==> src/npes_cfg.svh <==
// Command codes, status bit positions and geometry constants of the sequencer
`ifndef NPES_CFG_SVH
`define NPES_CFG_SVH

// ----------------------------------------------------------------------------
// Command codes
// ----------------------------------------------------------------------------
`define NPES_CMD_READ 8'h00
`define NPES_CMD_READ_GO 8'h30
`define NPES_CMD_CB_READ_GO 8'h35
`define NPES_CMD_PROG 8'h80
`define NPES_CMD_PROG2 8'h81
`define NPES_CMD_COLCHG 8'h85
`define NPES_CMD_PROG_GO 8'h10
`define NPES_CMD_PROG_NEXT 8'h11
`define NPES_CMD_ERASE 8'h60
`define NPES_CMD_ERASE_GO 8'hd0
`define NPES_CMD_STATUS 8'h70
`define NPES_CMD_STATUS_DUAL 8'h71
`define NPES_CMD_RESET 8'hff

// ----------------------------------------------------------------------------
// Status byte bit positions (bit 0 is the lowest I/O line)
// ----------------------------------------------------------------------------
`define NPES_ST_FAIL 0
`define NPES_ST_FAIL_D0 1
`define NPES_ST_FAIL_D1 2
`define NPES_ST_REWRITE 3
`define NPES_ST_READY_A 5
`define NPES_ST_READY_B 6
`define NPES_ST_WP_N 7

// ----------------------------------------------------------------------------
// Address and sector geometry
// ----------------------------------------------------------------------------
`define NPES_ADDR_LAST 3'h4
`define NPES_ADDR_ROW_FIRST 3'h2
`define NPES_ADDR_COL_LAST 3'h1
`define NPES_DISTRICT_BIT 6
`define NPES_MAIN_SIZE 13'h1000
`define NPES_SPARE_END 13'h1080
`define NPES_ECC_CORRECT 4'h8
`define NPES_ECC_REWRITE_DEF 4'h6
// Pin levels while idle: deselected, strobes and write-protect high
`define NPES_PINS_IDLE 14'h0f00

`endif

==> src/npes_pkg.sv <==
// Types shared by the sequencer modules
package npes_pkg;

    typedef enum logic [2:0] {
        NPES_IDLE,
        NPES_ADDR,
        NPES_DATA,
        NPES_WAIT_SECOND,
        NPES_ERASE_WAIT,
        NPES_READ_WAIT,
        NPES_BUSY
    } npes_state_t;

    typedef enum logic [1:0] {
        NPES_OP_READ,
        NPES_OP_PROG,
        NPES_OP_ERASE,
        NPES_OP_COPYBACK
    } npes_op_t;

    typedef enum logic [1:0] {
        NPES_STAT_NONE,
        NPES_STAT_SINGLE,
        NPES_STAT_DUAL
    } npes_stat_t;

    typedef struct packed {
        logic cle;
        logic ale;
        logic ce_n;
        logic we_n;
        logic output_strobe_n;
        logic wp_n;
        logic [7:0] io;
    } npes_pins_t;

    typedef struct packed {
        logic start;
        npes_op_t kind;
        logic [1:0] districts;
        logic [16:0] row_d0;
        logic [16:0] row_d1;
        logic [7:0] sectors;
    } npes_array_req_t;

    typedef struct packed {
        logic we;
        logic [12:0] col;
        logic [2:0] sector;
        logic spare;
        logic [7:0] data;
    } npes_buf_wr_t;

endpackage

==> src/npes_pin_sync.sv <==
// Three-stage pin synchroniser with agreement filter
`timescale 1ns/100ps
`default_nettype none

module npes_pin_sync #(
    parameter int W = 1,
    parameter logic [W-1:0] INIT = '0
) (
    // Clock and reset
    input wire logic clk,
    input wire logic rst,
    // Pins
    input wire logic [W-1:0] pin,
    output logic [W-1:0] value
);

    typedef struct packed {
        logic [W-1:0] s1;
        logic [W-1:0] s2;
        logic [W-1:0] s3;
        logic [W-1:0] v;
    } npes_sync_state_t;

    npes_sync_state_t r_q;
    npes_sync_state_t r_d;

    if (W < 1)
    begin : g_bad_width
        $error("npes_pin_sync: W must be at least 1");
    end

    // Stage one feeds only stage two; the filter looks at two and three
    always_comb
    begin
        r_d = r_q;
        r_d.s1 = pin;
        r_d.s2 = r_q.s1;
        r_d.s3 = r_q.s2;
        for (int i = 0; i < W; i++)
        begin
            if (r_q.s2[i] == r_q.s3[i]) r_d.v[i] = r_q.s3[i];
        end
    end

    always_ff @(posedge clk or posedge rst)
    begin
        // Idle levels out of reset, so no false strobe edge follows it
        if (rst) r_q <= {INIT, INIT, INIT, INIT};
        else r_q <= r_d;
    end

    assign value = r_q.v;

endmodule
`default_nettype wire

==> src/npes_sector_map.sv <==
// Column to ECC sector mapping
`timescale 1ns/100ps
`default_nettype none
`include "npes_cfg.svh"

module npes_sector_map (
    // Column in
    input wire logic [12:0] col,
    // Sector out
    output logic [2:0] sector,
    output logic spare,
    output logic in_page
);

    logic [12:0] spare_off;

    assign spare_off = col - `NPES_MAIN_SIZE;

    always_comb
    begin
        if (col < `NPES_MAIN_SIZE)
        begin
            sector = col[11:9];
            spare = 1'b0;
            in_page = 1'b1;
        end
        else if (col < `NPES_SPARE_END)
        begin
            sector = spare_off[6:4];
            spare = 1'b1;
            in_page = 1'b1;
        end
        else
        begin
            sector = 3'h0;
            spare = 1'b1;
            in_page = 1'b0;
        end
    end

endmodule
`default_nettype wire

==> src/npes_seq.sv <==
// Command sequencer for program, erase, copy-back and status of a NAND array
//----------------------------------------------------------------------------
//----------------------------------------------------------------------------
`timescale 1ns/100ps
`default_nettype none
`include "npes_cfg.svh"

module npes_seq #(
    parameter logic [3:0] REWRITE_LEVEL = `NPES_ECC_REWRITE_DEF
) (
    // Clock and reset
    input wire logic clk,
    input wire logic rst,
    // Flash pins
    input wire npes_pkg::npes_pins_t pins,
    output logic [7:0] io_out,
    output logic io_oe,
    output logic ready_busy_n,
    // Array core request
    output npes_pkg::npes_array_req_t array_req,
    input wire logic array_done,
    input wire logic [1:0] array_fail,
    input wire logic [3:0] array_max_errors,
    // Page buffer write port
    output npes_pkg::npes_buf_wr_t buf_wr
);

    //------------------------------------------------------------------------
    // State
    //------------------------------------------------------------------------
    typedef struct packed {
        npes_pkg::npes_state_t st;
        npes_pkg::npes_op_t op;
        npes_pkg::npes_stat_t stat;
        logic we_prev;
        logic [2:0] acnt;
        logic [2:0] alast;
        logic colchg;
        logic second;
        logic cb_ready;
        logic [12:0] col;
        logic [16:0] row;
        logic [1:0] fail;
        logic rd_fail;
        logic rewrite;
        logic [7:0] io_out;
        logic io_oe;
        logic rb_n;
        npes_pkg::npes_array_req_t req;
        npes_pkg::npes_buf_wr_t bw;
    } npes_seq_state_t;

    npes_seq_state_t r_q;
    npes_seq_state_t r_d;
    npes_pkg::npes_pins_t p;
    logic [2:0] sector;
    logic spare;
    logic in_page;
    logic strobe;
    logic [7:0] status;
    logic slot;

    if (REWRITE_LEVEL > `NPES_ECC_CORRECT)
    begin : g_bad_level
        $error("npes_seq: REWRITE_LEVEL above correction limit");
    end

    //------------------------------------------------------------------------
    // Pin synchronisers and sector map
    //------------------------------------------------------------------------
    npes_pin_sync #(
        .W($bits(npes_pkg::npes_pins_t)),
        .INIT(`NPES_PINS_IDLE)
    ) u_sync (
        .clk(clk),
        .rst(rst),
        .pin(pins),
        .value(p)
    );

    npes_sector_map u_map (
        .col(r_q.col),
        .sector(sector),
        .spare(spare),
        .in_page(in_page)
    );

    // Latch on the rising write strobe only while selected
    assign strobe = p.we_n & ~r_q.we_prev & ~p.ce_n;
    assign slot = r_q.row[`NPES_DISTRICT_BIT];

    //------------------------------------------------------------------------
    // Status byte
    //------------------------------------------------------------------------
    always_comb
    begin
        status = 8'h00;
        status[`NPES_ST_READY_A] = r_q.rb_n;
        status[`NPES_ST_READY_B] = r_q.rb_n;
        status[`NPES_ST_WP_N] = p.wp_n;
        if (r_q.stat == npes_pkg::NPES_STAT_DUAL)
        begin
            status[`NPES_ST_FAIL] = |r_q.fail;
            status[`NPES_ST_FAIL_D0] = r_q.fail[0];
            status[`NPES_ST_FAIL_D1] = r_q.fail[1];
        end
        else
        begin
            status[`NPES_ST_FAIL] = (|r_q.fail) | r_q.rd_fail;
            status[`NPES_ST_REWRITE] = r_q.rewrite;
        end
    end

    //------------------------------------------------------------------------
    // Sequencer
    //------------------------------------------------------------------------
    always_comb
    begin
        r_d = r_q;
        r_d.we_prev = p.we_n;
        r_d.req.start = 1'b0;
        r_d.bw.we = 1'b0;
        r_d.io_oe = ~p.ce_n & ~p.output_strobe_n & (r_q.stat != npes_pkg::NPES_STAT_NONE);
        r_d.io_out = status;
        r_d.rb_n = (r_q.st != npes_pkg::NPES_BUSY);

        if (r_q.st == npes_pkg::NPES_BUSY && array_done)
        begin
            r_d.rb_n = 1'b1;
            r_d.st = npes_pkg::NPES_IDLE;
            if (r_q.op == npes_pkg::NPES_OP_READ)
            begin
                r_d.rd_fail = array_max_errors > `NPES_ECC_CORRECT;
                r_d.rewrite = (array_max_errors >= REWRITE_LEVEL) &&
                    (array_max_errors <= `NPES_ECC_CORRECT);
            end
            else
            begin
                r_d.fail = array_fail & r_q.req.districts;
            end
        end

        if (strobe && p.cle && !p.ale)
        begin
            // While busy only the two status commands get through
            if (r_q.st == npes_pkg::NPES_BUSY)
            begin
                if (p.io == `NPES_CMD_STATUS) r_d.stat = npes_pkg::NPES_STAT_SINGLE;
                if (p.io == `NPES_CMD_STATUS_DUAL) r_d.stat = npes_pkg::NPES_STAT_DUAL;
            end
            else if (p.io == `NPES_CMD_STATUS)
            begin
                r_d.stat = npes_pkg::NPES_STAT_SINGLE;
            end
            else if (p.io == `NPES_CMD_STATUS_DUAL)
            begin
                r_d.stat = npes_pkg::NPES_STAT_DUAL;
            end
            else
            begin
                r_d.stat = npes_pkg::NPES_STAT_NONE;
                r_d.rd_fail = 1'b0;
                r_d.rewrite = 1'b0;
                r_d.colchg = 1'b0;
                r_d.acnt = 3'h0;
                r_d.alast = `NPES_ADDR_LAST;
                case (p.io)
                    `NPES_CMD_READ:
                    begin
                        r_d.st = npes_pkg::NPES_ADDR;
                        r_d.op = npes_pkg::NPES_OP_READ;
                        r_d.cb_ready = 1'b0;
                    end
                    `NPES_CMD_PROG:
                    begin
                        r_d.st = npes_pkg::NPES_ADDR;
                        r_d.op = npes_pkg::NPES_OP_PROG;
                        r_d.second = 1'b0;
                        r_d.cb_ready = 1'b0;
                        r_d.req.districts = 2'b00;
                        r_d.req.sectors = 8'h00;
                    end
                    `NPES_CMD_PROG2:
                    begin
                        if (r_q.st == npes_pkg::NPES_WAIT_SECOND)
                        begin
                            r_d.st = npes_pkg::NPES_ADDR;
                            r_d.second = 1'b1;
                        end
                        else
                        begin
                            r_d.st = npes_pkg::NPES_IDLE;
                        end
                    end
                    `NPES_CMD_COLCHG:
                    begin
                        if (r_q.st == npes_pkg::NPES_DATA)
                        begin
                            r_d.st = npes_pkg::NPES_ADDR;
                            r_d.colchg = 1'b1;
                            r_d.alast = `NPES_ADDR_COL_LAST;
                        end
                        else if (r_q.cb_ready)
                        begin
                            r_d.st = npes_pkg::NPES_ADDR;
                            r_d.op = npes_pkg::NPES_OP_COPYBACK;
                            r_d.second = 1'b0;
                            r_d.req.districts = 2'b00;
                            r_d.req.sectors = 8'h00;
                        end
                        else
                        begin
                            r_d.st = npes_pkg::NPES_IDLE;
                        end
                    end
                    `NPES_CMD_PROG_GO, `NPES_CMD_PROG_NEXT:
                    begin
                        r_d.st = npes_pkg::NPES_IDLE;
                        if (r_q.st == npes_pkg::NPES_DATA)
                        begin
                            // Store this page's row in its district slot
                            r_d.req.districts[slot] = 1'b1;
                            if (slot) r_d.req.row_d1 = r_q.row;
                            else r_d.req.row_d0 = r_q.row;
                            if (p.io == `NPES_CMD_PROG_NEXT && !r_q.second &&
                                r_q.op == npes_pkg::NPES_OP_PROG)
                            begin
                                r_d.st = npes_pkg::NPES_WAIT_SECOND;
                            end
                            else if (p.io == `NPES_CMD_PROG_GO && p.wp_n)
                            begin
                                // Parity for the touched sectors is built by the core while busy
                                r_d.st = npes_pkg::NPES_BUSY;
                                r_d.req.start = 1'b1;
                                r_d.req.kind = r_q.op;
                                r_d.rb_n = 1'b0;
                                r_d.fail = 2'b00;
                                r_d.cb_ready = 1'b0;
                            end
                            else if (!p.wp_n)
                            begin
                                r_d.cb_ready = 1'b0;
                            end
                        end
                    end
                    `NPES_CMD_ERASE:
                    begin
                        if (r_q.st != npes_pkg::NPES_ERASE_WAIT)
                        begin
                            r_d.req.districts = 2'b00;
                        end
                        r_d.st = npes_pkg::NPES_ADDR;
                        r_d.op = npes_pkg::NPES_OP_ERASE;
                        r_d.cb_ready = 1'b0;
                        r_d.acnt = `NPES_ADDR_ROW_FIRST;
                    end
                    `NPES_CMD_ERASE_GO:
                    begin
                        r_d.st = npes_pkg::NPES_IDLE;
                        if (r_q.st == npes_pkg::NPES_ERASE_WAIT && p.wp_n)
                        begin
                            r_d.st = npes_pkg::NPES_BUSY;
                            r_d.req.start = 1'b1;
                            r_d.req.kind = npes_pkg::NPES_OP_ERASE;
                            r_d.rb_n = 1'b0;
                            r_d.fail = 2'b00;
                        end
                    end
                    `NPES_CMD_READ_GO, `NPES_CMD_CB_READ_GO:
                    begin
                        r_d.st = npes_pkg::NPES_IDLE;
                        if (r_q.st == npes_pkg::NPES_READ_WAIT)
                        begin
                            r_d.st = npes_pkg::NPES_BUSY;
                            r_d.req.start = 1'b1;
                            r_d.req.kind = npes_pkg::NPES_OP_READ;
                            r_d.req.districts = 2'b00;
                            r_d.req.districts[slot] = 1'b1;
                            r_d.req.row_d0 = r_q.row;
                            r_d.req.row_d1 = r_q.row;
                            r_d.rb_n = 1'b0;
                            r_d.cb_ready = (p.io == `NPES_CMD_CB_READ_GO);
                        end
                    end
                    default:
                    begin
                        // Reset and unknown codes drop any open sequence
                        r_d.st = npes_pkg::NPES_IDLE;
                        r_d.cb_ready = 1'b0;
                    end
                endcase
            end
        end
        else if (strobe && p.ale && !p.cle && r_q.st == npes_pkg::NPES_ADDR)
        begin
            case (r_q.acnt)
                3'h0: r_d.col[7:0] = p.io;
                3'h1: r_d.col[12:8] = p.io[4:0];
                3'h2: r_d.row[7:0] = p.io;
                3'h3: r_d.row[15:8] = p.io;
                default: r_d.row[16] = p.io[0];
            endcase
            r_d.acnt = r_q.acnt + 3'h1;
            if (r_q.acnt == r_q.alast)
            begin
                if (r_q.colchg || r_q.op == npes_pkg::NPES_OP_PROG ||
                    r_q.op == npes_pkg::NPES_OP_COPYBACK)
                begin
                    r_d.st = npes_pkg::NPES_DATA;
                end
                else if (r_q.op == npes_pkg::NPES_OP_ERASE)
                begin
                    // Block picks its district slot, either order taken
                    r_d.st = npes_pkg::NPES_ERASE_WAIT;
                    r_d.req.districts[r_d.row[`NPES_DISTRICT_BIT]] = 1'b1;
                    if (r_d.row[`NPES_DISTRICT_BIT]) r_d.req.row_d1 = r_d.row;
                    else r_d.req.row_d0 = r_d.row;
                end
                else
                begin
                    r_d.st = npes_pkg::NPES_READ_WAIT;
                end
            end
        end
        else if (strobe && !p.ale && !p.cle && r_q.st == npes_pkg::NPES_DATA)
        begin
            // Bytes past the spare area are dropped, never wrapped
            if (in_page)
            begin
                r_d.bw.we = 1'b1;
                r_d.bw.col = r_q.col;
                r_d.bw.sector = sector;
                r_d.bw.spare = spare;
                r_d.bw.data = p.io;
                r_d.req.sectors[sector] = 1'b1;
                r_d.col = r_q.col + 13'h1;
            end
        end
    end

    always_ff @(posedge clk or posedge rst)
    begin
        if (rst)
        begin
            r_q <= '0;
            r_q.we_prev <= 1'b1;
            r_q.rb_n <= 1'b1;
            r_q.alast <= `NPES_ADDR_LAST;
        end
        else
        begin
            r_q <= r_d;
        end
    end

    //------------------------------------------------------------------------
    // Outputs
    //------------------------------------------------------------------------
    assign io_out = r_q.io_out;
    assign io_oe = r_q.io_oe;
    assign ready_busy_n = r_q.rb_n;
    assign array_req = r_q.req;
    assign buf_wr = r_q.bw;

endmodule
`default_nettype wire

==> config.mk <==
export PLATFORM = sky130hd
export DESIGN_NAME = npes_seq
export DESIGN_NICKNAME = d
export VERILOG_FILES = /design/src/npes_pkg.sv /design/src/npes_pin_sync.sv /design/src/npes_sector_map.sv /design/src/npes_seq.sv
export VERILOG_INCLUDE_DIRS = /design/src
export SDC_FILE = /design/constraint.sdc
export NUM_CORES = 1
export LEC_CHECK = 0
export ABC_CLOCK_PERIOD_IN_PS = 4700
export BUFFER_PORTS_ARGS = -buffer_cell sky130_fd_sc_hd__buf_4
export CAP_MARGIN = 25
export CORE_UTILIZATION = 53
export CTS_CLUSTER_DIAMETER = 200
export CTS_CLUSTER_SIZE = 24
export DETAILED_ROUTE_END_ITERATION = 8
export GPL_ROUTABILITY_DRIVEN = 0
export PLACE_DENSITY = 0.74
export SETUP_SLACK_MARGIN = 0.5
export SLEW_MARGIN = 20
export SYNTH_ARGS = -nofsm -noshare
export SYNTH_HDL_FRONTEND = slang
export SYNTH_HIERARCHICAL = 1
export SYNTH_SLANG_ARGS = --single-unit
==> constraint.sdc <==
create_clock -name clk -period 4.7 [get_ports clk]
set_input_delay 0.47 -clock clk [delete_from_list [all_inputs] [get_ports clk]]
set_output_delay 0.47 -clock clk [all_outputs]
set_load 0.03 [all_outputs]
== Word level (Yosys, flattened, before mapping) ==
Cells that the tools add are included.
Storage, ports and cells
  register bits after elaboration: 189
  input port bits: 23
  output and inout bits: 83
  logic and storage cells: 317
Operators by class
  $add $sub $neg: 3
  order comparisons: 11
  eq/ne operators: 69
  multiplexer cells: 112
  bitwise operators: 18
  reductions and logical operators: 58
Operators with widths (number)
  36-bit 2-to-1 mux: 4
  48-bit 2-to-1 mux: 3
  34-bit 2-to-1 mux: 3
  40-bit 2-to-1 mux: 2
  17-bit 2-to-1 mux: 4
  34-bit case mux with 2 select lines: 1
  8-bit 2-to-1 mux: 7
  4-bit 2-to-1 mux: 11
  44-bit 2-to-1 mux: 1
  3-bit 2-to-1 mux: 14
  13-bit 2-to-1 mux: 3
  2-bit 2-to-1 mux: 18
  8-bit equality test, second input constant: 4
  3-bit inequality test, second input constant: 10
  2-bit inequality test, second input constant: 14
  9-bit 2-to-1 mux: 3
  13-bit < comparator, second input constant: 2
  26-bit 2-to-1 mux: 1
  8-bit by 7-bit equality test with 1-bit output, second input constant: 3
  12-bit AND reduction: 2
  1-bit 2-to-1 mux: 22
  5-bit 2-to-1 mux: 4
  4-bit AND reduction: 5
  3-bit case mux with 6 select lines: 1
  other kinds (54): 129

== Longest topological paths before layout ==
  word-level depth: 18
  mapped depth: 11
  depth with buffers taken out: 8

== By module ==
The synthesis kept the hierarchy.
Modules (own cells, without submodules)
  npes_seq: times used 1, cells an instance 776, area an instance 6988.0 um^2, sequential area each 3256.9 um^2
  npes_pin_sync: times used 1, cells an instance 85, area an instance 1687.9 um^2, sequential area each 1421.4 um^2
  npes_sector_map: times used 1, cells an instance 9, area an instance 82.6 um^2, sequential area each 0.0 um^2

== Least setup slack after synthesis ==
OpenSTA, ideal clock, no wires.
  kind: flip-flop to flip-flop
  from: register u_sync.r_q (netlist bit u_sync/value[1])
  to: register r_q (netlist bit array_req[14])
  setup time: 0.134 ns
  data arrival time: 2.377 ns
  required time: 4.566 ns
  slack: 2.189 ns
  stages on the path, launching flop included: 11
  buffers on the path: 4
  clock period less this slack: 2.511 ns
  cell sequence: dfrtp_1 > buf_4 > buf_2 > or2_1 > clkbuf_1 > or3_1 > a2111oi_2 > o2111ai_2 > buf_2 > nand2_1 > o21ai_1
On the way
  longest elaborated chain between the ends: 7
  elaborated cells on any way between the ends: 20
  those cells by class: 12 x eq/ne; 5 x mux; 3 x reduce/logical
Ends and longest elaborated chain
  from (decl): RTL line npes_pin_sync.sv:24  | npes_sync_state_t r_q;
  from (signal assigned): RTL line npes_pin_sync.sv:48  | if (rst) r_q <= {INIT, INIT, INIT, INIT};
  from (signal assigned): RTL line npes_pin_sync.sv:49  | else r_q <= r_d;
  8-bit by 6-bit equality test with 1-bit output / 8-bit by 5-bit equality test with 1-bit output (equally long branches): RTL line npes_seq.sv:167  | case (p.io)
  2-bit OR reduction: RTL line npes_seq.sv:167
  34-bit case mux with 2 select lines: RTL line npes_seq.sv:167
  48-bit 2-to-1 mux: RTL line npes_seq.sv:155  | else if (p.io == `NPES_CMD_STATUS_DUAL)
  48-bit 2-to-1 mux: RTL line npes_seq.sv:151  | else if (p.io == `NPES_CMD_STATUS)
  48-bit 2-to-1 mux: RTL line npes_seq.sv:146  | if (r_q.st == npes_pkg::NPES_BUSY)
  44-bit 2-to-1 mux: RTL line npes_seq.sv:143  | if (strobe && p.cle && !p.ale)
  to (signal assigned): RTL line npes_seq.sv:352  | r_q <= r_d;
  to (decl): RTL line npes_seq.sv:53  | npes_seq_state_t r_q;
Several ways; a longest one is shown, not always the timed one. The select of a mux whose other input is x is not followed.
A chain may end at the register's enable or synchronous reset.

== Worst setup path in the final report ==
  from: register u_sync.r_q (netlist bit u_sync/value[10])
  to: register r_q (netlist bit array_req[22])
On the way
  longest elaborated chain between the ends: 7
  elaborated cells on any way between the ends: 21
  those cells by class: 8 x eq/ne; 1 x mux; 2 x bitwise; 10 x reduce/logical
Ends and longest elaborated chain
  1-bit bitwise AND * (2 in series): RTL line npes_seq.sv:89  | assign strobe = p.we_n & ~r_q.we_prev & ~p.ce_n;
  1-bit logical AND (3 in series): RTL line npes_seq.sv:294  | else if (strobe && p.ale && !p.cle && r_q.st == npes_pkg::NPES_ADDR)
  2-bit nonzero test (no source line)
  12-bit AND reduction (no source line)
Every way passes the cells marked *; elsewhere a longest branch is shown, timed or not.

==> flow_summary_export.csv <==
group,metric,value,unit
outcome,status,"finished, violations left",
outcome,violations,"negative hold slack",
layout,drive_above_1_share,23.89,%
worst_setup_path,max_stage_delay,570,ps
layout,finalNetCount,897,
synth,syn_avg_cell_area,10.07,um^2
worst_setup_path,worstPathRequired,4990,ps
detailed_routing,wl,18.04,mm
synth,synth-edff-count,0,
timing,timing.final.crit_period,3043,ps
synth,synth_cell_types,76,
timing,worst_slew_pin_slew,877.2,ps
power_and_ir_drop,p_sw,0.8358,mW
cts,clockBufferDepth,2,
detailed_routing,vias_per_cell,5.621,
power_and_ir_drop,p_clk_share,40.8,%
die,dieArea,17040,um^2
detailed_routing,drc,0,
cts,clock_latency,430,ps
timing,whs,-1.514,ps
power_and_ir_drop,swShare,24.51,%
detailed_routing,firstDrtPassIters,5,
hold_path,min_path_type,"input port to async pin",
die,die_y,130.6,um
cts,clk_pin_slew,60,ps
power_and_ir_drop,ir_drop,0.2674,mV
timing,finalSetupViolCount,0,
global_routing,grt_pass1_vias,5935,
worst_setup_path,crit_path_start_kind,"register",
cts,cts_hold_buf,0,
synth,async_flop_share,100.0,%
die,core,16000,um^2
worst_setup_path,rrSetupSlack,1660,ps
detailed_routing,vias,6155,
layout,syn_to_final_growth,9.729,%
synth,syn_inst,870,
power_and_ir_drop,combPwrFrac,8.4,%
timing,fmax,328.6,MHz
cts,ctsResizeCount,0,
worst_setup_path,cp_slowest_cell,"o2111ai_2",
synth,synth_area,8758,um^2
place,place_area,9000,um^2
worst_setup_path,crit_path_cell_trace,"nor4b_1 > nand4b_1 > buf_4 > a22oi_1 > o2111ai_2 > nand2_1 > o21ai_0",
synth,yosys_warnings,6,
worst_setup_path,path_class,"register to register",
synth,synth-main-ff-cell,"dfrtp_1",
die,chipWidth,130.6,um
flow_run,maxCapViolations,0,
global_routing,grt_use_total,23.04,%
timing,tns,0,ps
power_and_ir_drop,seqPwrFrac,50.8,%
cts,clock_sinks,186,
synth,ys_ff_latch,186,
cts,root_buffer,"clkbuf_16",
detailed_routing,antenna_left,0,
timing,maxSlewViolCount,0,
layout,antenna_cells,0,
worst_setup_path,path_delay_family,"compound AO/OA/AOI/OAI gates",
timing,hold_viol,3,
cts,cts_buffers,17,
worst_setup_path,cp_data_arrival_time,3330,ps
timing,post-route-period-util,64.74,%
global_routing,antenna_found_initial,0,
synth,syn-num-nets,899,
die,rows,46,
worst_setup_path,path_buf_inv,1,
die,io_pins,106,
cts,cts_tree,"built",
place,io_buffers,104,
power_and_ir_drop,p_leak,4.396,nW
worst_setup_path,endpoint_kind,"register",
power_and_ir_drop,powerDensity,354.8,nW/um^2
global_routing,grt_first_pass_wirelength,30.12,mm
layout,fin_area,9610,um^2
worst_setup_path,cp_max_fo,39,
synth,synth.yosys.seq_area_share,53.41,%
timing,relSlewSlack,41.07,%
timing,fin_skew,11.89,ps
detailed_routing,drtIter0Drc,529,
detailed_routing,wire_per_inst,16.48,um
timing,rsz0062_at_grt,"no",
cts,cts_htree_levels,4,
place,dpl.hpwl,12.43,mm
power_and_ir_drop,internal_power,2.574,mW
global_routing,overflow,0,
cts,post_cts_buffers,0,
global_routing,grt_max_degree,78,
die,initial_core_util,54.74,%
## kinds of logic after synthesis
family	synth area share, %
AOI/OAI and AO/OA	13.70
xor gates and xnor gates	0.3001
adders and majority gates	2.657
buffers and inverters	11.07
DFF	53.41
muxes	2.671
other	0.04282
and+or+nand+nor	16.14
## worst paths after layout
check	start	end	depth (start not counted)
max reg2reg	u_sync/value[10]$_DFFE_PP1N_	array_req[22]$_DFFE_PP0P_	7
max	u_sync/value[10]$_DFFE_PP1N_	array_req[22]$_DFFE_PP0P_	7
min reg2reg	u_sync/r_d[41]$_DFF_PP0_	u_sync/r_d[27]$_DFF_PP0_	0
max in group asynchronous	rst	u_sync/value[3]$_DFFE_PP0N_	3
min	rst	io_out[6]$_DFF_PP0_	2
min in group clk	pins[0]	u_sync/r_d[28]$_DFF_PP0_	1
## layout make-up
| class | count | area [um^2] |
|---|---|---|
| clock inverter | 11 | 122.6 |
| tap | 216 | 270.3 |
| multi-input combinational | 529 | 3117 |
| fill | 1365 | 6390 |
| timing repair buffer | 115 | 895.9 |
| inverter | 19 | 73.82 |
| clock buffer | 19 | 452.9 |
| sequential | 186 | 4678 |
## sequential cells by signal, summed over array words and instances (netlist names)
name	cells
u_sync/r_d	28
buf_wr	26
array_req	47
u_sync/value	14
ready_busy_n	1
io_out	6
r_q	49
io_oe	1
u_sync/r_q	14
## synthesized netlist by cell type, drive strengths merged (5+ instances only)
cell type	count	share of area (%)
inv	19	0.81
o2111ai	5	0.57
mux2i	11	1.3
a32o	5	0.59
mux2	11	1.4
o21a	5	0.43
a41oi	5	0.50
a31oi	5	0.36
clkbuf	26	1.1
and3	5	0.36
buf	110	9.1
o22ai	6	0.43
nor2	60	2.6
ha	6	0.86
o21ai	78	4.5
nor2b	5	0.36
nor4	5	0.53
nand2b	5	0.36
maj3	14	1.8
nand2	138	5.9
a22oi	10	1.3
dfstp	19	5.7
nor3	20	1.2
nand3	15	0.86
a21oi	44	2.5
dfrtp	167	48
nor4b	6	0.77
## stage by stage
stage               worst slack, ps  power (mW)  hold WS (ps)  instances  util (%)
detailed placement             1661       2.041         334.7       1063     56.25
global placement               1661       2.035         332.9       1063     56.25
CTS                            1655       3.428         128.7       1093     59.85
global route                   1347       3.537         6.252       1095     60.06
finish                         1657       3.410        -1.514       1095     60.06
floorplan                     765.6       1.975         331.2        870         -
## metal layers
metal	vias up	track usage (%)	routed length [um]
met3	29	4.072	1042
li1	2915	-	-
met2	228	35.57	8473
met1	2983	32.17	8206
met5	-	0	0
met4	0	9.872	320
## power by group through the flow
| stage | clock (mW) | combinational, mW | sequential [mW] |
|---|---|---|---|
| 4_1_cts | 1.42 | 0.279 | 1.73 |
| 3_5_place_dp | 0 | 0.280 | 1.76 |
| 6_report | 1.39 | 0.286 | 1.73 |
| 5_1_grt | 1.48 | 0.316 | 1.74 |
| 2_1_floorplan | 0 | 0.267 | 1.71 |
| 3_3_place_gp | 0 | 0.276 | 1.76 |
## cell usage in the layout (no fill, tap or decap), drive strengths merged, types with 6 or more instances in the layout
| master | count |
|---|---|
| dfrtp | 167 |
| dfstp | 19 |
| nor2 | 60 |
| clkbuf | 20 |
| buf | 114 |
| nor3 | 20 |
| a21oi | 44 |
| a22oi | 10 |
| o22ai | 6 |
| ha | 6 |
| nor4b | 6 |
| mux2 | 11 |
| nand3 | 15 |
| nand2 | 138 |
| inv | 20 |
| maj3 | 14 |
| mux2i | 11 |
| o21ai | 78 |
Power figures use the tool's default switching activity.
